`src/logic/wdt_pkg.sv`:
```
// constants, register map and field layout of the watchdog interval timer
// assumes a single 10 MHz clock and an AXI4-Lite master with 32-bit data
package wdt_pkg;
  localparam logic [31:0] ADDR_CONTROL = 32'h5300_0000;
  localparam logic [31:0] ADDR_RELOAD  = 32'h5300_0004;
  localparam logic [31:0] ADDR_COUNT   = 32'h5300_0008;
  localparam logic [31:0] ADDR_STATUS  = 32'h5300_000c;
  localparam logic [31:0] ADDR_MASK    = 32'h5300_0010;

  localparam logic [15:0] CONTROL_RESET = 16'h8021;
  localparam logic [15:0] RELOAD_RESET  = 16'h8000;
  localparam logic [15:0] COUNT_RESET   = 16'h8000;

  localparam int PRESC_HI = 15;
  localparam int PRESC_LO = 8;
  localparam int EN_BIT   = 5;
  localparam int SEL_HI   = 4;
  localparam int SEL_LO   = 3;
  localparam int INT_BIT  = 2;
  localparam int RST_BIT  = 0;

  localparam logic [1:0] SEL_DIV16  = 2'h0;
  localparam logic [1:0] SEL_DIV32  = 2'h1;
  localparam logic [1:0] SEL_DIV64  = 2'h2;
  localparam logic [6:0] LAST_DIV16  = 7'h0f;
  localparam logic [6:0] LAST_DIV32  = 7'h1f;
  localparam logic [6:0] LAST_DIV64  = 7'h3f;
  localparam logic [6:0] LAST_DIV128 = 7'h7f;

  localparam int STS_TIMEOUT = 0;
  localparam int STS_RESET   = 1;
  localparam int STS_W       = 2;

  localparam logic [7:0]  RST_CYCLES = 8'h80;
  localparam logic [15:0] ONE16      = 16'h0001;

  localparam logic [1:0] RESP_OKAY   = 2'h0;
  localparam logic [1:0] RESP_SLVERR = 2'h2;
endpackage

```
`src/logic/watchdog_interval_timer.sv`:
```
// watchdog / interval timer with AXI4-Lite register slave
// assumes all inputs synchronous to aclk; system_reset_out feeds the chip reset tree
//
// Our own choice: the AXI4-Lite interface to the registers.
`timescale 1ns/1ps
`default_nettype none
module watchdog_interval_timer
  import wdt_pkg::*;
(
  input  wire logic        aclk,
  input  wire logic        aresetn,
  input  wire logic [31:0] s_axi_awaddr,
  input  wire logic [2:0]  s_axi_awprot,
  input  wire logic        s_axi_awvalid,
  output logic             s_axi_awready,
  input  wire logic [31:0] s_axi_wdata,
  input  wire logic [3:0]  s_axi_wstrb,
  input  wire logic        s_axi_wvalid,
  output logic             s_axi_wready,
  output logic [1:0]       s_axi_bresp,
  output logic             s_axi_bvalid,
  input  wire logic        s_axi_bready,
  input  wire logic [31:0] s_axi_araddr,
  input  wire logic [2:0]  s_axi_arprot,
  input  wire logic        s_axi_arvalid,
  output logic             s_axi_arready,
  output logic [31:0]      s_axi_rdata,
  output logic [1:0]       s_axi_rresp,
  output logic             s_axi_rvalid,
  input  wire logic        s_axi_rready,
  input  wire logic        debug_acknowledge,
  output logic             system_reset_out,
  output logic             timer_irq
);

  function automatic logic [6:0] div_last(input logic [1:0] sel);
    case (sel)
      SEL_DIV16: div_last = LAST_DIV16;
      SEL_DIV32: div_last = LAST_DIV32;
      SEL_DIV64: div_last = LAST_DIV64;
      default:   div_last = LAST_DIV128;
    endcase
  endfunction

  function automatic logic [15:0] merge16(input logic [15:0] old, input logic [31:0] d,
                                          input logic [3:0] strb);
    merge16 = old;
    if (strb[0]) merge16[7:0] = d[7:0];
    if (strb[1]) merge16[15:8] = d[15:8];
  endfunction

  // expected tick spacing, worked out apart from the two counters that make it
  function automatic logic [15:0] period_of(input logic [15:0] ctrl);
    period_of = (({8'h00, ctrl[PRESC_HI:PRESC_LO]} + ONE16) * ({9'h000, LAST_DIV16} + ONE16))
                << ctrl[SEL_HI:SEL_LO];
  endfunction

  logic [15:0]       control_r;
  logic [15:0]       reload_r;
  logic [15:0]       count_r;
  logic [STS_W-1:0]  status_r;
  logic [STS_W-1:0]  mask_r;
  logic [7:0]        pre_cnt_r;
  logic [6:0]        div_cnt_r;
  logic [7:0]        rst_cnt_r;
  logic [31:0]       awaddr_r;
  logic [31:0]       wdata_r;
  logic [3:0]        wstrb_r;
  logic              aw_held_r;
  logic              w_held_r;

  logic              enabled;
  logic              pre_pulse;
  logic              tick;
  logic              timeout;
  logic              fire_reset;
  logic              wr_go;
  logic              wr_ctrl;
  logic              wr_reload;
  logic              wr_count;
  logic              wr_status;
  logic              wr_mask;
  logic              wr_hit;
  logic [15:0]       cnt_nxt;
  logic [31:0]       rdata_nxt;
  logic              rd_hit;

  assign enabled   = control_r[EN_BIT];
  // prescaler then division factor, both only from aclk
  assign pre_pulse = enabled && (pre_cnt_r == control_r[PRESC_HI:PRESC_LO]);
  assign tick      = pre_pulse && (div_cnt_r == div_last(control_r[SEL_HI:SEL_LO]));
  // a count of one expires this tick and loads reload_r; a written zero also expires
  assign timeout   = tick && (count_r <= ONE16);
  assign fire_reset = timeout && control_r[RST_BIT] && !debug_acknowledge;

  always_ff @(posedge aclk) begin
    if (!aresetn || !enabled) begin
      pre_cnt_r <= '0;
    end else if (pre_pulse) begin
      pre_cnt_r <= '0;
    end else begin
      pre_cnt_r <= pre_cnt_r + 8'h01;
    end
  end

  always_ff @(posedge aclk) begin
    if (!aresetn || !enabled) begin
      div_cnt_r <= '0;
    end else if (tick) begin
      div_cnt_r <= '0;
    end else if (pre_pulse) begin
      div_cnt_r <= div_cnt_r + 7'h01;
    end
  end

  // write port
  assign s_axi_awready = !aw_held_r && !s_axi_bvalid;
  assign s_axi_wready  = !w_held_r && !s_axi_bvalid;
  assign wr_go     = aw_held_r && w_held_r && !s_axi_bvalid;
  assign wr_ctrl   = wr_go && (awaddr_r == ADDR_CONTROL);
  assign wr_reload = wr_go && (awaddr_r == ADDR_RELOAD);
  assign wr_count  = wr_go && (awaddr_r == ADDR_COUNT);
  assign wr_status = wr_go && (awaddr_r == ADDR_STATUS);
  assign wr_mask   = wr_go && (awaddr_r == ADDR_MASK);
  assign wr_hit    = wr_ctrl || wr_reload || wr_count || wr_status || wr_mask;

  always_ff @(posedge aclk) begin
    if (!aresetn) begin
      aw_held_r <= 1'b0;
      awaddr_r  <= '0;
    end else if (s_axi_awvalid && s_axi_awready) begin
      aw_held_r <= 1'b1;
      awaddr_r  <= s_axi_awaddr;
    end else if (wr_go) begin
      aw_held_r <= 1'b0;
    end
  end

  always_ff @(posedge aclk) begin
    if (!aresetn) begin
      w_held_r <= 1'b0;
      wdata_r  <= '0;
      wstrb_r  <= '0;
    end else if (s_axi_wvalid && s_axi_wready) begin
      w_held_r <= 1'b1;
      wdata_r  <= s_axi_wdata;
      wstrb_r  <= s_axi_wstrb;
    end else if (wr_go) begin
      w_held_r <= 1'b0;
    end
  end

  always_ff @(posedge aclk) begin
    if (!aresetn) begin
      s_axi_bvalid <= 1'b0;
      s_axi_bresp  <= RESP_OKAY;
    end else if (wr_go) begin
      s_axi_bvalid <= 1'b1;
      s_axi_bresp  <= wr_hit ? RESP_OKAY : RESP_SLVERR;
    end else if (s_axi_bready) begin
      s_axi_bvalid <= 1'b0;
    end
  end

  // reserved control bits are stored as written; they steer nothing
  always_ff @(posedge aclk) begin
    if (!aresetn) begin
      control_r <= CONTROL_RESET;
    end else if (wr_ctrl) begin
      control_r <= merge16(control_r, wdata_r, wstrb_r);
    end
  end

  always_ff @(posedge aclk) begin
    if (!aresetn) begin
      reload_r <= RELOAD_RESET;
    end else if (wr_reload) begin
      reload_r <= merge16(reload_r, wdata_r, wstrb_r);
    end
  end

  // a software write beats a tick in the same cycle so a kick is never undone;
  // enabling never loads the reload value, counting resumes from count_r
  always_comb begin
    cnt_nxt = count_r;
    if (wr_count) begin
      cnt_nxt = merge16(count_r, wdata_r, wstrb_r);
    end else if (timeout) begin
      cnt_nxt = reload_r;
    end else if (tick) begin
      cnt_nxt = count_r - ONE16;
    end
  end

  always_ff @(posedge aclk) begin
    if (!aresetn) begin
      count_r <= COUNT_RESET;
    end else begin
      count_r <= cnt_nxt;
    end
  end

  // a timeout while the pulse runs does not stretch it
  always_ff @(posedge aclk) begin
    if (!aresetn) begin
      rst_cnt_r <= '0;
    end else if (rst_cnt_r != 8'h00) begin
      rst_cnt_r <= rst_cnt_r - 8'h01;
    end else if (fire_reset) begin
      rst_cnt_r <= RST_CYCLES;
    end
  end

  assign system_reset_out = (rst_cnt_r != 8'h00);

  // sticky events, set wins over a write-one clear in the same cycle
  always_ff @(posedge aclk) begin
    if (!aresetn) begin
      status_r <= '0;
    end else begin
      status_r[STS_TIMEOUT] <= (timeout && control_r[INT_BIT]) ||
        (status_r[STS_TIMEOUT] && !(wr_status && wstrb_r[0] && wdata_r[STS_TIMEOUT]));
      status_r[STS_RESET] <= fire_reset ||
        (status_r[STS_RESET] && !(wr_status && wstrb_r[0] && wdata_r[STS_RESET]));
    end
  end

  always_ff @(posedge aclk) begin
    if (!aresetn) begin
      mask_r <= '0;
    end else if (wr_mask && wstrb_r[0]) begin
      mask_r <= wdata_r[STS_W-1:0];
    end
  end

  assign timer_irq = |(status_r & mask_r);

  // read port
  assign s_axi_arready = !s_axi_rvalid;

  always_comb begin
    rdata_nxt = '0;
    rd_hit    = 1'b1;
    case (s_axi_araddr)
      ADDR_CONTROL: rdata_nxt[15:0] = control_r;
      ADDR_RELOAD:  rdata_nxt[15:0] = reload_r;
      ADDR_COUNT:   rdata_nxt[15:0] = count_r;
      ADDR_STATUS:  rdata_nxt[STS_W-1:0] = status_r;
      ADDR_MASK:    rdata_nxt[STS_W-1:0] = mask_r;
      default:      rd_hit = 1'b0;
    endcase
  end

  always_ff @(posedge aclk) begin
    if (!aresetn) begin
      s_axi_rvalid <= 1'b0;
      s_axi_rdata  <= '0;
      s_axi_rresp  <= RESP_OKAY;
    end else if (s_axi_arvalid && s_axi_arready) begin
      s_axi_rvalid <= 1'b1;
      s_axi_rdata  <= rdata_nxt;
      s_axi_rresp  <= rd_hit ? RESP_OKAY : RESP_SLVERR;
    end else if (s_axi_rready) begin
      s_axi_rvalid <= 1'b0;
    end
  end

  a_reset_pulse_len: assert property (@(posedge aclk) disable iff (!aresetn)
    $rose(system_reset_out) |-> ##127 system_reset_out ##1 !system_reset_out)
    else $error("reset pulse not 128 cycles");

  a_debug_blocks_reset: assert property (@(posedge aclk) disable iff (!aresetn)
    timeout && debug_acknowledge && !system_reset_out |=> !system_reset_out)
    else $error("reset fired during debug");

  a_reset_disabled_quiet: assert property (@(posedge aclk) disable iff (!aresetn)
    timeout && !control_r[RST_BIT] && !system_reset_out |=> !system_reset_out)
    else $error("reset fired while disabled");

  // an expiry in the last cycle of a running pulse is swallowed, not re-armed
  a_reset_on_expiry: assert property (@(posedge aclk) disable iff (!aresetn)
    timeout && control_r[RST_BIT] && !debug_acknowledge && !system_reset_out |=> system_reset_out)
    else $error("expiry did not assert reset");

  a_reload_at_timeout: assert property (@(posedge aclk) disable iff (!aresetn)
    timeout && !wr_count |=> count_r == $past(reload_r))
    else $error("counter not reloaded at timeout");

  a_count_decrements: assert property (@(posedge aclk) disable iff (!aresetn)
    tick && !timeout && !wr_count |=> count_r == $past(count_r) - ONE16)
    else $error("counter did not step down");

  a_enable_no_load: assert property (@(posedge aclk) disable iff (!aresetn)
    !enabled ##1 (enabled && !wr_count) |=> $stable(count_r))
    else $error("enable changed the count");

  a_irq_gate_on: assert property (@(posedge aclk) disable iff (!aresetn)
    timeout && control_r[INT_BIT] |=> status_r[STS_TIMEOUT])
    else $error("timeout event not latched");

  a_irq_gate_off: assert property (@(posedge aclk) disable iff (!aresetn)
    !status_r[STS_TIMEOUT] && !(timeout && control_r[INT_BIT]) |=> !status_r[STS_TIMEOUT])
    else $error("timeout event set without cause");

  // helper state for the assertions only; it steers nothing
  logic [15:0] gap_r;
  logic        gap_valid_r;
  logic [7:0]  hi_len_r;

  // cycles since the last tick
  always_ff @(posedge aclk) begin
    if (!aresetn || !enabled) begin
      gap_r <= '0;
    end else if (tick) begin
      gap_r <= ONE16;
    end else begin
      gap_r <= gap_r + ONE16;
    end
  end

  // a control write breaks the period it lands in, so that period is not judged
  always_ff @(posedge aclk) begin
    if (!aresetn || !enabled || wr_ctrl) begin
      gap_valid_r <= 1'b0;
    end else if (tick) begin
      gap_valid_r <= 1'b1;
    end
  end

  // length so far of the running reset pulse
  always_ff @(posedge aclk) begin
    if (!aresetn || !system_reset_out) begin
      hi_len_r <= '0;
    end else begin
      hi_len_r <= hi_len_r + 8'h01;
    end
  end

  a_tick_period: assert property (@(posedge aclk) disable iff (!aresetn)
    tick && gap_valid_r |-> gap_r == period_of(control_r))
    else $error("tick spacing differs from prescaler and divider");

  a_pulse_length: assert property (@(posedge aclk) disable iff (!aresetn)
    $fell(system_reset_out) |-> hi_len_r == RST_CYCLES)
    else $error("reset pulse length wrong");

  a_pulse_needs_expiry: assert property (@(posedge aclk) disable iff (!aresetn)
    $rose(system_reset_out) |->
      $past(timeout) && $past(control_r[RST_BIT]) && !$past(debug_acknowledge))
    else $error("reset pulse without enabled expiry");

  a_count_holds: assert property (@(posedge aclk) disable iff (!aresetn)
    !tick && !wr_count |=> $stable(count_r))
    else $error("count moved without a tick");

  a_status_sticky: assert property (@(posedge aclk) disable iff (!aresetn)
    status_r[STS_TIMEOUT] && !wr_status |=> status_r[STS_TIMEOUT])
    else $error("timeout event lost before software cleared it");

  a_reset_event_latched: assert property (@(posedge aclk) disable iff (!aresetn)
    timeout && control_r[RST_BIT] && !debug_acknowledge && !system_reset_out
    |=> status_r[STS_RESET])
    else $error("reset event not latched");

  a_count_write_lands: assert property (@(posedge aclk) disable iff (!aresetn)
    wr_count && (&wstrb_r[1:0]) |=> count_r == $past(wdata_r[15:0]))
    else $error("count write did not land");

  a_control_write_lands: assert property (@(posedge aclk) disable iff (!aresetn)
    wr_ctrl && (&wstrb_r[1:0]) |=> control_r == $past(wdata_r[15:0]))
    else $error("control write did not land");

  a_read_live_count: assert property (@(posedge aclk) disable iff (!aresetn)
    s_axi_arvalid && s_axi_arready && (s_axi_araddr == ADDR_COUNT)
    |=> s_axi_rdata[15:0] == $past(count_r))
    else $error("count read not the live value");

endmodule
`default_nettype wire

```
`config.mk`:
```
export PLATFORM = sky130hd
export DESIGN_NAME = watchdog_interval_timer
export DESIGN_NICKNAME = d
export VERILOG_FILES = /design/src/logic/wdt_pkg.sv /design/src/logic/watchdog_interval_timer.sv
export SDC_FILE = /design/constraint.sdc
export NUM_CORES = 1
export LEC_CHECK = 0
export ABC_AREA = 1
export BUFFER_PORTS_ARGS = -buffer_cell sky130_fd_sc_hd__buf_2
export CORE_MARGIN = 3
export CORE_UTILIZATION = 50
export DETAILED_ROUTE_END_ITERATION = 10
export GPL_TIMING_DRIVEN = 1
export PLACE_DENSITY_LB_ADDON = 0.12
export SYNTH_ARGS = -nofsm -noshare
export SYNTH_HDL_FRONTEND = slang
export SYNTH_SLANG_ARGS = --single-unit
```
`constraint.sdc`:
```
create_clock -name aclk -period 1.7 [get_ports aclk]
set_input_delay 0.085 -clock aclk [delete_from_list [all_inputs] [get_ports aclk]]
set_output_delay 0.085 -clock aclk [all_outputs]
set_load 0.02 [all_outputs]
```
==> impl_results.md, run 1 <==
- TritonCTS Buffers: 17
- CP Class: reg2reg
- Fin crit period: 1770 ps
- Via count: 8,369
- Outcome: complete, but fails checks
- CP top delay family: simple AND/OR/NAND/NOR gates
- Mapped Avg Cell Area: 6.75 um^2
- Dpl hpwl: 16,600 um
- Cell row count: 44
- Post-synth top flop: dfxtp_1
- Root Driver: clkbuf_16
- Antenna Nets Post-Route: 0
- Fin crit share: 104%
- Vias per cell: 5.20
- Placed insts: 1,507
- Final WS setup: -73.1 ps
- Sequential fraction of the synthesis area: 39.0%
- Final hold violation count: 0
- Mapped Cells: 1,119
- Finish-stage setup viols: 15
- Post-synth ARST share: 0%
- Worst hold path type: in2reg
- Post-synth EDFFs: 0
- Filler Cells Inserted: 1,145
- Clk sinks: 147
- Commonest cells after routing, fill and taps aside: 169 x nand2_1, 133 x buf_4, 129 x inv_1
- Crit-path cells: nand2_1 > nor2_2 > nand2_2 > nor3_4 > nand3_4 > buf_16 > o21ai_2 > nand2_1 > a21oi_1
- Worst Setup End Kind: flop
- Fmax achieved: 0.564 GHz
- Final Non-Filler Cells: ~1,600
- Clk_lat worst skew: 430 ps
- Tot Pwr: 8.98 mW
- Most common cell after layout, fill and taps aside: nand2_1
- Sequential cell area: just under 0.003 mm^2
- Clock tree from TritonCTS: done
- Synth unique cells: 39
- IR drop worst, VDD: 1040 uV
- IO buf count: 114
- Largest net degree at the start of global routing: 75
- Crit start category: flop
- Total GRT Usage: about 28%
- Die X: 129 um
- Buf+Inv Stages, Crit Path: 1
- IO Pins: between 150 and 200
- Vias in the first global route: 7,805
- Leakage: ~4.9 nW
- Final #Nets: ~1,500
- Placer Congestion: 0.951
- Cell area after synthesis: 0.00755 mm^2
- Critical path arrival: between 2000 and 2500 ps
- Initial DRC Count: 632
- Yosys reg bits: approximately 150
- DR pass1 iterations: 6
- # DRC: 0
- Pins Over Slew Limit: 0
- Clk_skew: 7.32 ps
- GRT Residual Overflow: 0
- Critical path peak fanout: 5
- Worst endpoint required time: roughly 2100 ps
- Slowest CP cell: dfxtp_1
- WL/cell: 14.6 um
- RSZ-0062 raised after global routing: true
- First-pass GRT wire length: 36,900 um
- Ys Warns: 0
- Pre-CTS setup slack: -268 ps
- Failing checks: setup timing
- Pwr Density: 821 mW/mm^2
- Die area: ~0.017 mm^2
- Max Buffers Root-to-Sink: 2
- Synth-to-layout area growth: 44.9%
- Initial Util: 51.6%
- H-tree depth: 4
- Routed wire length: ~23,000 um
- Setup TNS: -426 ps
- CP dominant cell by count: nand2_1
- Multi-input logic area: 0.00418 mm^2
- Initial antenna violation count: 0
- Die Y-Extent: 129 um
- Core Area: ~0.015 mm^2
- Share of layout cells above drive strength 1: 31.8%
- Antenna cells: 0
- Crit path largest cell delay: around 470 ps
- MaxCap Viol Count: 0
- Reg clk slew, reported paths: ~60 ps
## sequential cells by signal (all words and copies together), names as in the netlist, 2 cells and up
name / cells
reload_r: 16
mask_r: 2
div_cnt_r: 7
pre_cnt_r: 8
wdata_r: 16
control_r: 16
wstrb_r: 2
count_r: 16
s_axi_rdata: 16
awaddr_r: 32
status_r: 2
rst_cnt_r: 8
## cells by family after synthesis
family                   share of synthesized area (%)
adder cells (fa/ha/maj)                          0.828
AND/OR/NAND/NOR                                   28.9
XOR/XNOR                                          2.20
flip-flops                                        39.0
other                                           0.0496
buffers and inverters                             11.9
AO/OA/AOI/OAI                                     17.2
## where the power goes
| part | switching [mW] | internal (mW) | leakage (nW) |
|---|---|---|---|
| combinational | 0.820 | 0.683 | 3.42 |
| clock | 1.55 | 2.12 | 0.276 |
| sequential | 0.164 | 3.65 | 1.21 |
## stage by stage
step	utilization [%]	hold WS, ps	instance area (um^2)
floorplan	-	244	7620
global placement	62.7	336	9190
detailed placement	62.7	341	9190
CTS	71.9	3.04	10500
global route	74.7	16.0	10900
finish	74.7	7.64	10900
## layer usage
layer,routed length (um),part of all wire [%],up-vias,track usage (%)
li1,-,-,4216,-
met1,9940,42,3773,36.2
met2,11100,47,324,46.1
met3,1790,7.6,56,6.35
met4,634,2.7,0,9.64
met5,0,0,-,0
## worst paths after layout
check        slack [ps]         start            to  cells after the start
max                 -70  control_r[5]    count_r[4]                      9
min                   8  s_axi_wvalid    wdata_r[3]                      3
max reg2reg         -70  control_r[5]    count_r[4]                      9
min reg2reg         450  awaddr_r[14]  awaddr_r[14]                      2
## worst min-delay path: stages
cell and delay (ps):
buf_2 150, a21oi_1 80, nor2_1 90
## synth_stat cells, types with 2 or more instances
| master | count | area [um^2] |
|---|---|---|
| nand3_2 | 4 | 40.0 |
| nor2_2 | 8 | 50.1 |
| xor2_1 | 13 | 114 |
| nand2_1 | 197 | 739 |
| nor2_4 | 2 | 22.5 |
| clkinv_1 | 2 | 7.51 |
| o21ai_0 | 102 | 510 |
| a211oi_1 | 2 | 15.0 |
| a21oi_1 | 121 | 606 |
| buf_2 | 8 | 40.0 |
| nor3b_1 | 2 | 15.0 |
| nor3_1 | 19 | 95.1 |
| nand4_1 | 22 | 138 |
| or2_2 | 4 | 25.0 |
| o211ai_1 | 4 | 30.0 |
| o21a_1 | 2 | 15.0 |
| o21ai_1 | 11 | 55.1 |
| dfxtp_1 | 147 | 2940 |
| nand3_1 | 105 | 526 |
| buf_4 | 23 | 173 |
| inv_1 | 139 | 522 |
| ha_1 | 5 | 62.6 |
| nor2_1 | 117 | 439 |
| nand2_2 | 3 | 18.8 |
| nor4_1 | 2 | 12.5 |
| o21ai_2 | 5 | 43.8 |
| clkbuf_1 | 28 | 105 |
| buf_6 | 3 | 33.8 |
| xnor2_1 | 6 | 52.6 |
| inv_2 | 3 | 11.3 |
| o22ai_1 | 2 | 12.5 |
## area by class of cell
| type | count | area share, % |
|---|---|---|
| clock buffers | 20 | 4.17 |
| multi-input cells | 783 | 38.1 |
| repair buffers | 320 | 22.2 |
| well taps | 184 | 2.10 |
| clock inverters | 12 | 1.11 |
| flip-flops and latches | 147 | 27.3 |
| inverters | 144 | 5.01 |
## what timing repair did
action                     CTS  global route
gates resized for setup     65           125
hold buffers                48             0
hold endpoints to repair    46             0
pin swaps                   23            29
cloned                       2             1
setup endpoints to repair   45            68
setup buffers               10            11
Note: power is estimated with default switching activity, not from simulation.
==> run 2: changes to the inputs <==
--- a/config.mk
+++ b/config.mk
@@ -7,8 +7,10 @@
 export LEC_CHECK = 0
 export ABC_AREA = 1
 export BUFFER_PORTS_ARGS = -buffer_cell sky130_fd_sc_hd__buf_2
+export CELL_PAD_IN_SITES_DETAIL_PLACEMENT = 0
+export CELL_PAD_IN_SITES_GLOBAL_PLACEMENT = 1
 export CORE_MARGIN = 3
-export CORE_UTILIZATION = 50
+export CORE_UTILIZATION = 35
 export DETAILED_ROUTE_END_ITERATION = 10
 export GPL_TIMING_DRIVEN = 1
 export PLACE_DENSITY_LB_ADDON = 0.12
==> run 2 against run 1 <==
The flow still finishes with violations (setup timing). Total power up 2.1%. Critical path depth up 2. Hold slack better by 65 ps. Clock power up 4%. Flip-flop and latch count unchanged. Via count down 3.9%. Highest routed layer unchanged.
==> impl_results.md, run 2 (synthesis gave the netlist of run 1 again) <==
- Outcome: complete, but fails checks
- Failing checks: setup timing
- IR drop worst, VDD: 592 uV (-43%)
- Finish-stage setup viols: 36 (+21)
- Cells on worst reg2reg path: 11 (+2)
- Worst path depth: 11 (+2)
- Worst reg2reg endpoint: count_r[7]
- Largest register FFs: 32 (unchanged)
- Routed wire length: 23,600 um (+0.87%)
- Core Area: 0.0211 mm^2 (+44%)
- Worst hold path type: in2reg
- Crit-path cells: nor2_2 > nand4_1 > nor2_2 > inv_2 > nor2_4 > buf_6 > nand3_4 > buf_6 > o21ai_2 > nand2_1 > a21oi_1
- First-pass GRT wire length: 39,100 um (+5.9%)
- Initial DRC Count: 378 (-40%)
- WL/cell: 13.8 um (-4.9%)
- Clock tree from TritonCTS: done
- RSZ-0062 raised after global routing: true
- Worst Setup EP: count_r[7]
- IO buf count: 114 (unchanged)
- Fmax achieved: 0.562 GHz (-0.29%)
- MaxCap Viol Count: 0 (unchanged)
- Leakage: 5.01 nW (+2.2%)
- Crit start category: flop
- Synth-to-layout area growth: 49.3%
- CP top delay family: simple AND/OR/NAND/NOR gates
- Clk sinks: 147 (unchanged)
- Pins Over Slew Limit: 0 (unchanged)
- Clk_skew: 19.7 ps (+12.3 ps)
- Placer Congestion: 0.843 (-11%)
- Final #Nets: 1,539 (+0.46%)
- IO Pins: 157 (unchanged)
- Via count: 8,046 (-3.9%)
- Metal2 WL: 11,700 um (+5.6%)
- Fin crit period: 1780 ps (+5.18 ps)
- Pwr Density: 813 mW/mm^2 (-0.90%)
- Max Buffers Root-to-Sink: 2 (unchanged)
- Worst endpoint required time: 2060 ps (about the same)
- Buf+Inv Stages, Crit Path: 3 (+2)
- Die X: 153 um (+19%)
- Sequential cell area: 0.00298 mm^2 (-0.13%)
- Reg clk slew, reported paths: 80 ps (+20 ps)
- CP Class: reg2reg
- Crit path largest cell delay: 330 ps (-140 ps)
- Vias in the first global route: 7,740 (-0.83%)
- R2R Setup Slk: -80 ps (about the same)
- Met3 wire len: 750 um (-58%)
- Dpl hpwl: 17,700 um (+6.5%)
- Most common cell after layout, fill and taps aside: nand2_1
- Share of layout cells above drive strength 1: 32.7% (+0.89 points)
- Critical path arrival: 2140 ps (about the same)
- Placement Cell Area: 0.00937 mm^2 (+2.0%)
- Filler Cells Inserted: 2,106 (+84%)
- DR top layer: met4
- Root Driver: clkbuf_16
- GRT Residual Overflow: 0 (unchanged)
- Multi-input logic area: 0.00422 mm^2 (+1.0%)
- # DRC: 0 (unchanged)
- Final hold violation count: 0 (unchanged)
- R2r startpoint: awaddr_r[13]
- Antenna Nets Post-Route: 0 (unchanged)
- Initial antenna violation count: 0 (unchanged)
- Clk_lat worst skew: 430 ps (about the same)
- Cell row count: 53 (+20%)
- Slowest CP cell: dfxtp_2
- Worst hold slack: 72.3 ps (+64.6 ps)
- Die Y-Extent: 153 um (+19%)
- Top reg by flops: awaddr_r
- Die area: 0.0234 mm^2 (+41%)
- Antenna cells: 0 (unchanged)
- M1 WL: 11,000 um (+11%)
- CP startpoint: awaddr_r[13]
- Largest net degree at the start of global routing: 51 (-32%)
- Final WS setup: -78.3 ps (-5.18 ps)
- TritonCTS Buffers: 17 (unchanged)
- Final Cell Area: 0.0113 mm^2 (+3.0%)
- Total GRT Usage: 20.3% (-7.7 points)
- H-tree depth: 4 (unchanged)
- Initial Util: 35.8% (-16 points)
- Vias per cell: 4.71 (-9.4%)
- Worst Setup End Kind: flop
- Critical path peak fanout: 6 (+1)
- Commonest cells after routing, fill and taps aside: 181 x nand2_1, 132 x buf_4, 128 x inv_1
- Fin crit share: 105% (+0.30 points)
- DR pass1 iterations: 4 (-2)
[run 2: area by class of cell]
class	count	area share (%)
multi-input cells	782	37.4
clock inverters	15	1.58
inverters	144	4.82
repair buffers	328	23.0
flip-flops and latches	147	26.4
well taps	275	3.05
clock buffers	17	3.77
[run 2: worst min-delay path by stage]
| stage | startpoint | end | depth (start not counted) |
|---|---|---|---|
| floorplan | s_axi_awvalid | awaddr_r[28] | 2 |
| global placement | s_axi_wstrb[0] | wstrb_r[0] | 3 |
| detailed placement | s_axi_awaddr[28] | awaddr_r[28] | 3 |
| CTS | aresetn | control_r[5] | 2 |
| global route | debug_acknowledge | status_r[1] | 4 |
| finish | debug_acknowledge | status_r[1] | 4 |
[run 2: layer usage]
layer	vias up	global-route usage, %
li1	4235	-
met1	3675	26.4
met2	125	35.5
met3	11	3.51
met4	0	3.90
met5	-	0
[run 2: timing repair]
item,CTS,global route
pin swaps,22,34
resized for setup,95,100
hold buffers,56,0
buffers inserted,12,7
cloned,2,1
setup endpoints to repair,46,66
endpoints found under the hold margin,52,0
[run 2: through the flow]
step                util [%]  setup TNS (ps)  setup slack, ps  instances  power (mW)
floorplan                  -               0             41.1       1136        4.64
global placement        44.4           -4510             -299       1602        5.10
detailed placement      44.4           -4510             -260       1602        5.11
CTS                     51.8           -1750            -96.0       1703        9.19
global route            53.5           -6020             -196       1708        9.63
finish                  53.5           -1070            -78.3       1708        9.17
[run 2: worst min-delay path, stage by stage]
cell     delay [ps]
buf_2            80
nor2_1           80
nand2_4         110
a21oi_1          80
[run 2: where the power goes]
| part | total (mW) | switching [mW] | internal [mW] | leakage [nW] |
|---|---|---|---|---|
| Combinational | 1.56 | 0.820 | 0.738 | 3.51 |
| Clock | 3.80 | 1.81 | 2.00 | 0.296 |
| Sequential | 3.81 | 0.166 | 3.65 | 1.21 |
| Total | 9.17 | 2.79 | 6.38 | 5.01 |
==> run 3: changes to the inputs <==
--- a/config.mk
+++ b/config.mk
@@ -14,6 +14,7 @@
 export DETAILED_ROUTE_END_ITERATION = 10
 export GPL_TIMING_DRIVEN = 1
 export PLACE_DENSITY_LB_ADDON = 0.12
+export RECOVER_POWER = 100
 export SYNTH_ARGS = -nofsm -noshare
 export SYNTH_HDL_FRONTEND = slang
 export SYNTH_SLANG_ARGS = --single-unit
==> run 3 against run 2 <==
The flow still finishes with violations (setup timing). Non-clock buffer count unchanged. Via count up 0.43%. Clock power about the same. Cell count unchanged. First-iteration DRC count up 12%. Fmax down 0.36%. Critical path depth unchanged. Setup slack worse by 6.4 ps. Die area unchanged. Count of clock-buffer cells in the layout unchanged. Combinational power down 4%. Hold slack better by 29 ps. Critical path type unchanged. Highest routed layer unchanged.
==> impl_results.md, run 3 (synthesis gave the netlist of run 1 again) <==
- Pre-CTS setup slack: -260 ps (unchanged)
- Die Y-Extent: 153 um (unchanged)
- Setup TNS: -1080 ps (-14.4 ps)
- Worst hold path type: in2reg
- Clk sinks: 147 (unchanged)
- Max Buffers Root-to-Sink: 2 (unchanged)
- Largest net degree at the start of global routing: 51 (unchanged)
- Total GRT Usage: 20.3% (unchanged)
- Crit path largest cell delay: 330 ps (about the same)
- Cells on worst reg2reg path: 11 (unchanged)
- Leakage: 4.88 nW (-2.6%)
- Fin crit period: 1780 ps (+6.37 ps)
- Antenna Nets Post-Route: 0 (unchanged)
- Placer Congestion: 0.843 (unchanged)
- Hold path endpoint: reload_r[7]
- Initial DRC Count: 422 (+12%)
- Failing checks: setup timing
- TritonCTS Buffers: 17 (unchanged)
- Via count: 8,081 (+0.43%)
- Final #Nets: 1,539 (unchanged)
- Initial Util: 35.8% (unchanged)
- Critical path arrival: 2140 ps (about the same)
- Finish-stage setup viols: 37 (+2.8%)
- RSZ-0062 raised after global routing: true
- Final hold violation count: 0 (unchanged)
- # DRC: 0 (unchanged)
- Outcome: complete, but fails checks
- Clk_skew: 19.6 ps (-0.0140 ps)
- IO Pins: 157 (unchanged)
- Root Driver: clkbuf_16
- Top reg by flops: awaddr_r
- Vias per cell: 4.73 (+0.43%)
- IO buf count: 114 (unchanged)
- Commonest cells after routing, fill and taps aside: 183 x nand2_1, 132 x inv_1, 124 x buf_4
- Cell row count: 53 (unchanged)
- WL/cell: 13.8 um (about the same)
- Fin crit share: 105% (+0.37 points)
- Largest register FFs: 32 (unchanged)
- Final Cell Area: 0.0112 mm^2 (-0.88%)
- Final Non-Filler Cells: 1,708 (unchanged)
- Critical path peak fanout: 6 (unchanged)
- Fmax achieved: 0.560 GHz (-0.36%)
- Share of layout cells above drive strength 1: 29.9% (-2.7 points)
- Slowest CP cell: dfxtp_2
- Pwr Density: 815 mW/mm^2 (+0.15%)
- Core Area: 0.0211 mm^2 (unchanged)
- Filler Cells Inserted: 2,131 (+1.2%)
- First-pass GRT wire length: 39,100 um (unchanged)
- Placed insts: 1,602 (unchanged)
- Most common cell after layout, fill and taps aside: nand2_1
- GRT Residual Overflow: 0 (unchanged)
- Worst hold slack: 101 ps (+29.1 ps)
- Initial antenna violation count: 0 (unchanged)
- Antenna cells: 0 (unchanged)
- R2r startpoint: awaddr_r[13]
- Pin slew with the least headroom to its limit: 552 ps
- Crit-path cells: nor2_2 > nand4_1 > nor2_2 > inv_2 > nor2_4 > buf_6 > nand3_4 > buf_6 > o21ai_2 > nand2_1 > a21oi_1
- Reg clk slew, reported paths: 80 ps (about the same)
- Routed wire length: 23,600 um (about the same)
- Crit start category: flop
- Final WS setup: -84.7 ps (-6.37 ps)
- IR drop worst, VDD: 589 uV (-0.42%)
- Worst endpoint required time: 2060 ps (about the same)
- Worst reg2reg endpoint: count_r[7]
- R2R Setup Slk: -80 ps (about the same)
- Vias in the first global route: 7,740 (unchanged)
- H-tree depth: 4 (unchanged)
- MaxCap Viol Count: 0 (unchanged)
- Die X: 153 um (unchanged)
- Clock tree from TritonCTS: done
- Clk_lat worst skew: 430 ps (about the same)
- Dpl hpwl: 17,700 um (unchanged)
- Hold_sp: aresetn
- Die area: 0.0234 mm^2 (unchanged)
- Hold Crit Depth: 3 (-1)
- CP Class: reg2reg
- DR pass1 iterations: 5 (+1)
- Worst Setup End Kind: flop
- Pins Over Slew Limit: 0 (unchanged)
- Synth-to-layout area growth: 48.0%
- Placement Cell Area: 0.00937 mm^2 (unchanged)
- Slew margin rel.: 63.2%
## run 3: cell count changes in the layout (fill, tap and decap cells not counted), moves of 4 or more
cell      previous run  this run
clkbuf_1             0        30
buf_2              113        89
buf_4              132       124
inv_1              128       132
inv_2               14        10
## run 3: timing repair
| action | CTS | global route |
|---|---|---|
| pin swaps | 22 | 34 |
| gates cloned | 2 | 1 |
| setup endpoints to repair | 46 | 66 |
| hold buffers | 56 | 0 |
| resized for setup | 95 | 100 |
| hold endpoints to repair | 52 | 0 |
| buffers inserted | 12 | 7 |
## run 3: stage by stage
step | utilization, % | power [mW]
floorplan | - | 4.64
global placement | 44.4 | 5.10
detailed placement | 44.4 | 5.11
CTS | 51.8 | 9.19
global route | 53.0 | 9.57
finish | 53.0 | 9.11
## run 3: layer usage
metal	track usage, %	part of all wire [%]	vias up
li1	-	-	4236
met1	26.4	46	3686
met2	35.5	49	148
met3	3.51	3.8	11
met4	3.90	0.66	0
met5	0	0	-
## run 3: layout make-up
class,count,area (um^2),share of cell area (%)
Inverter,144,543,4.86
Clock buffer,17,425,3.81
Sequential cell,147,2980,26.7
Multi-Input combinational cell,782,4190,37.5
Timing Repair Buffer,328,2510,22.5
Clock inverter,15,178,1.59
Tap cell,275,344,3.08
## run 3: worst max-delay path by stage
stage | slack [ps] | cells past startpoint | from | to
after floorplan | 40 | 11 | count_r[0] | count_r[15]
after global placement | -300 | 12 | awaddr_r[25] | count_r[8]
after detailed placement | -260 | 13 | awaddr_r[25] | count_r[5]
after CTS | -100 | 9 | awaddr_r[9] | reload_r[5]
after global routing | -200 | 13 | awaddr_r[6] | count_r[6]
final | -80 | 11 | awaddr_r[13] | count_r[7]
## run 3: critical path, delay by kind of cell (launching register included)
family                 cells  cell delay (ps)
buffers and inverters      3              370
AND/OR/NAND/NOR            6              780
AO/OA/AOI/OAI              2              220
flip-flops                 1              330
## run 3: report_power, final
group	switching [mW]	internal [mW]
combinational	0.808	0.688
clock	1.80	2.00
sequential	0.164	3.65
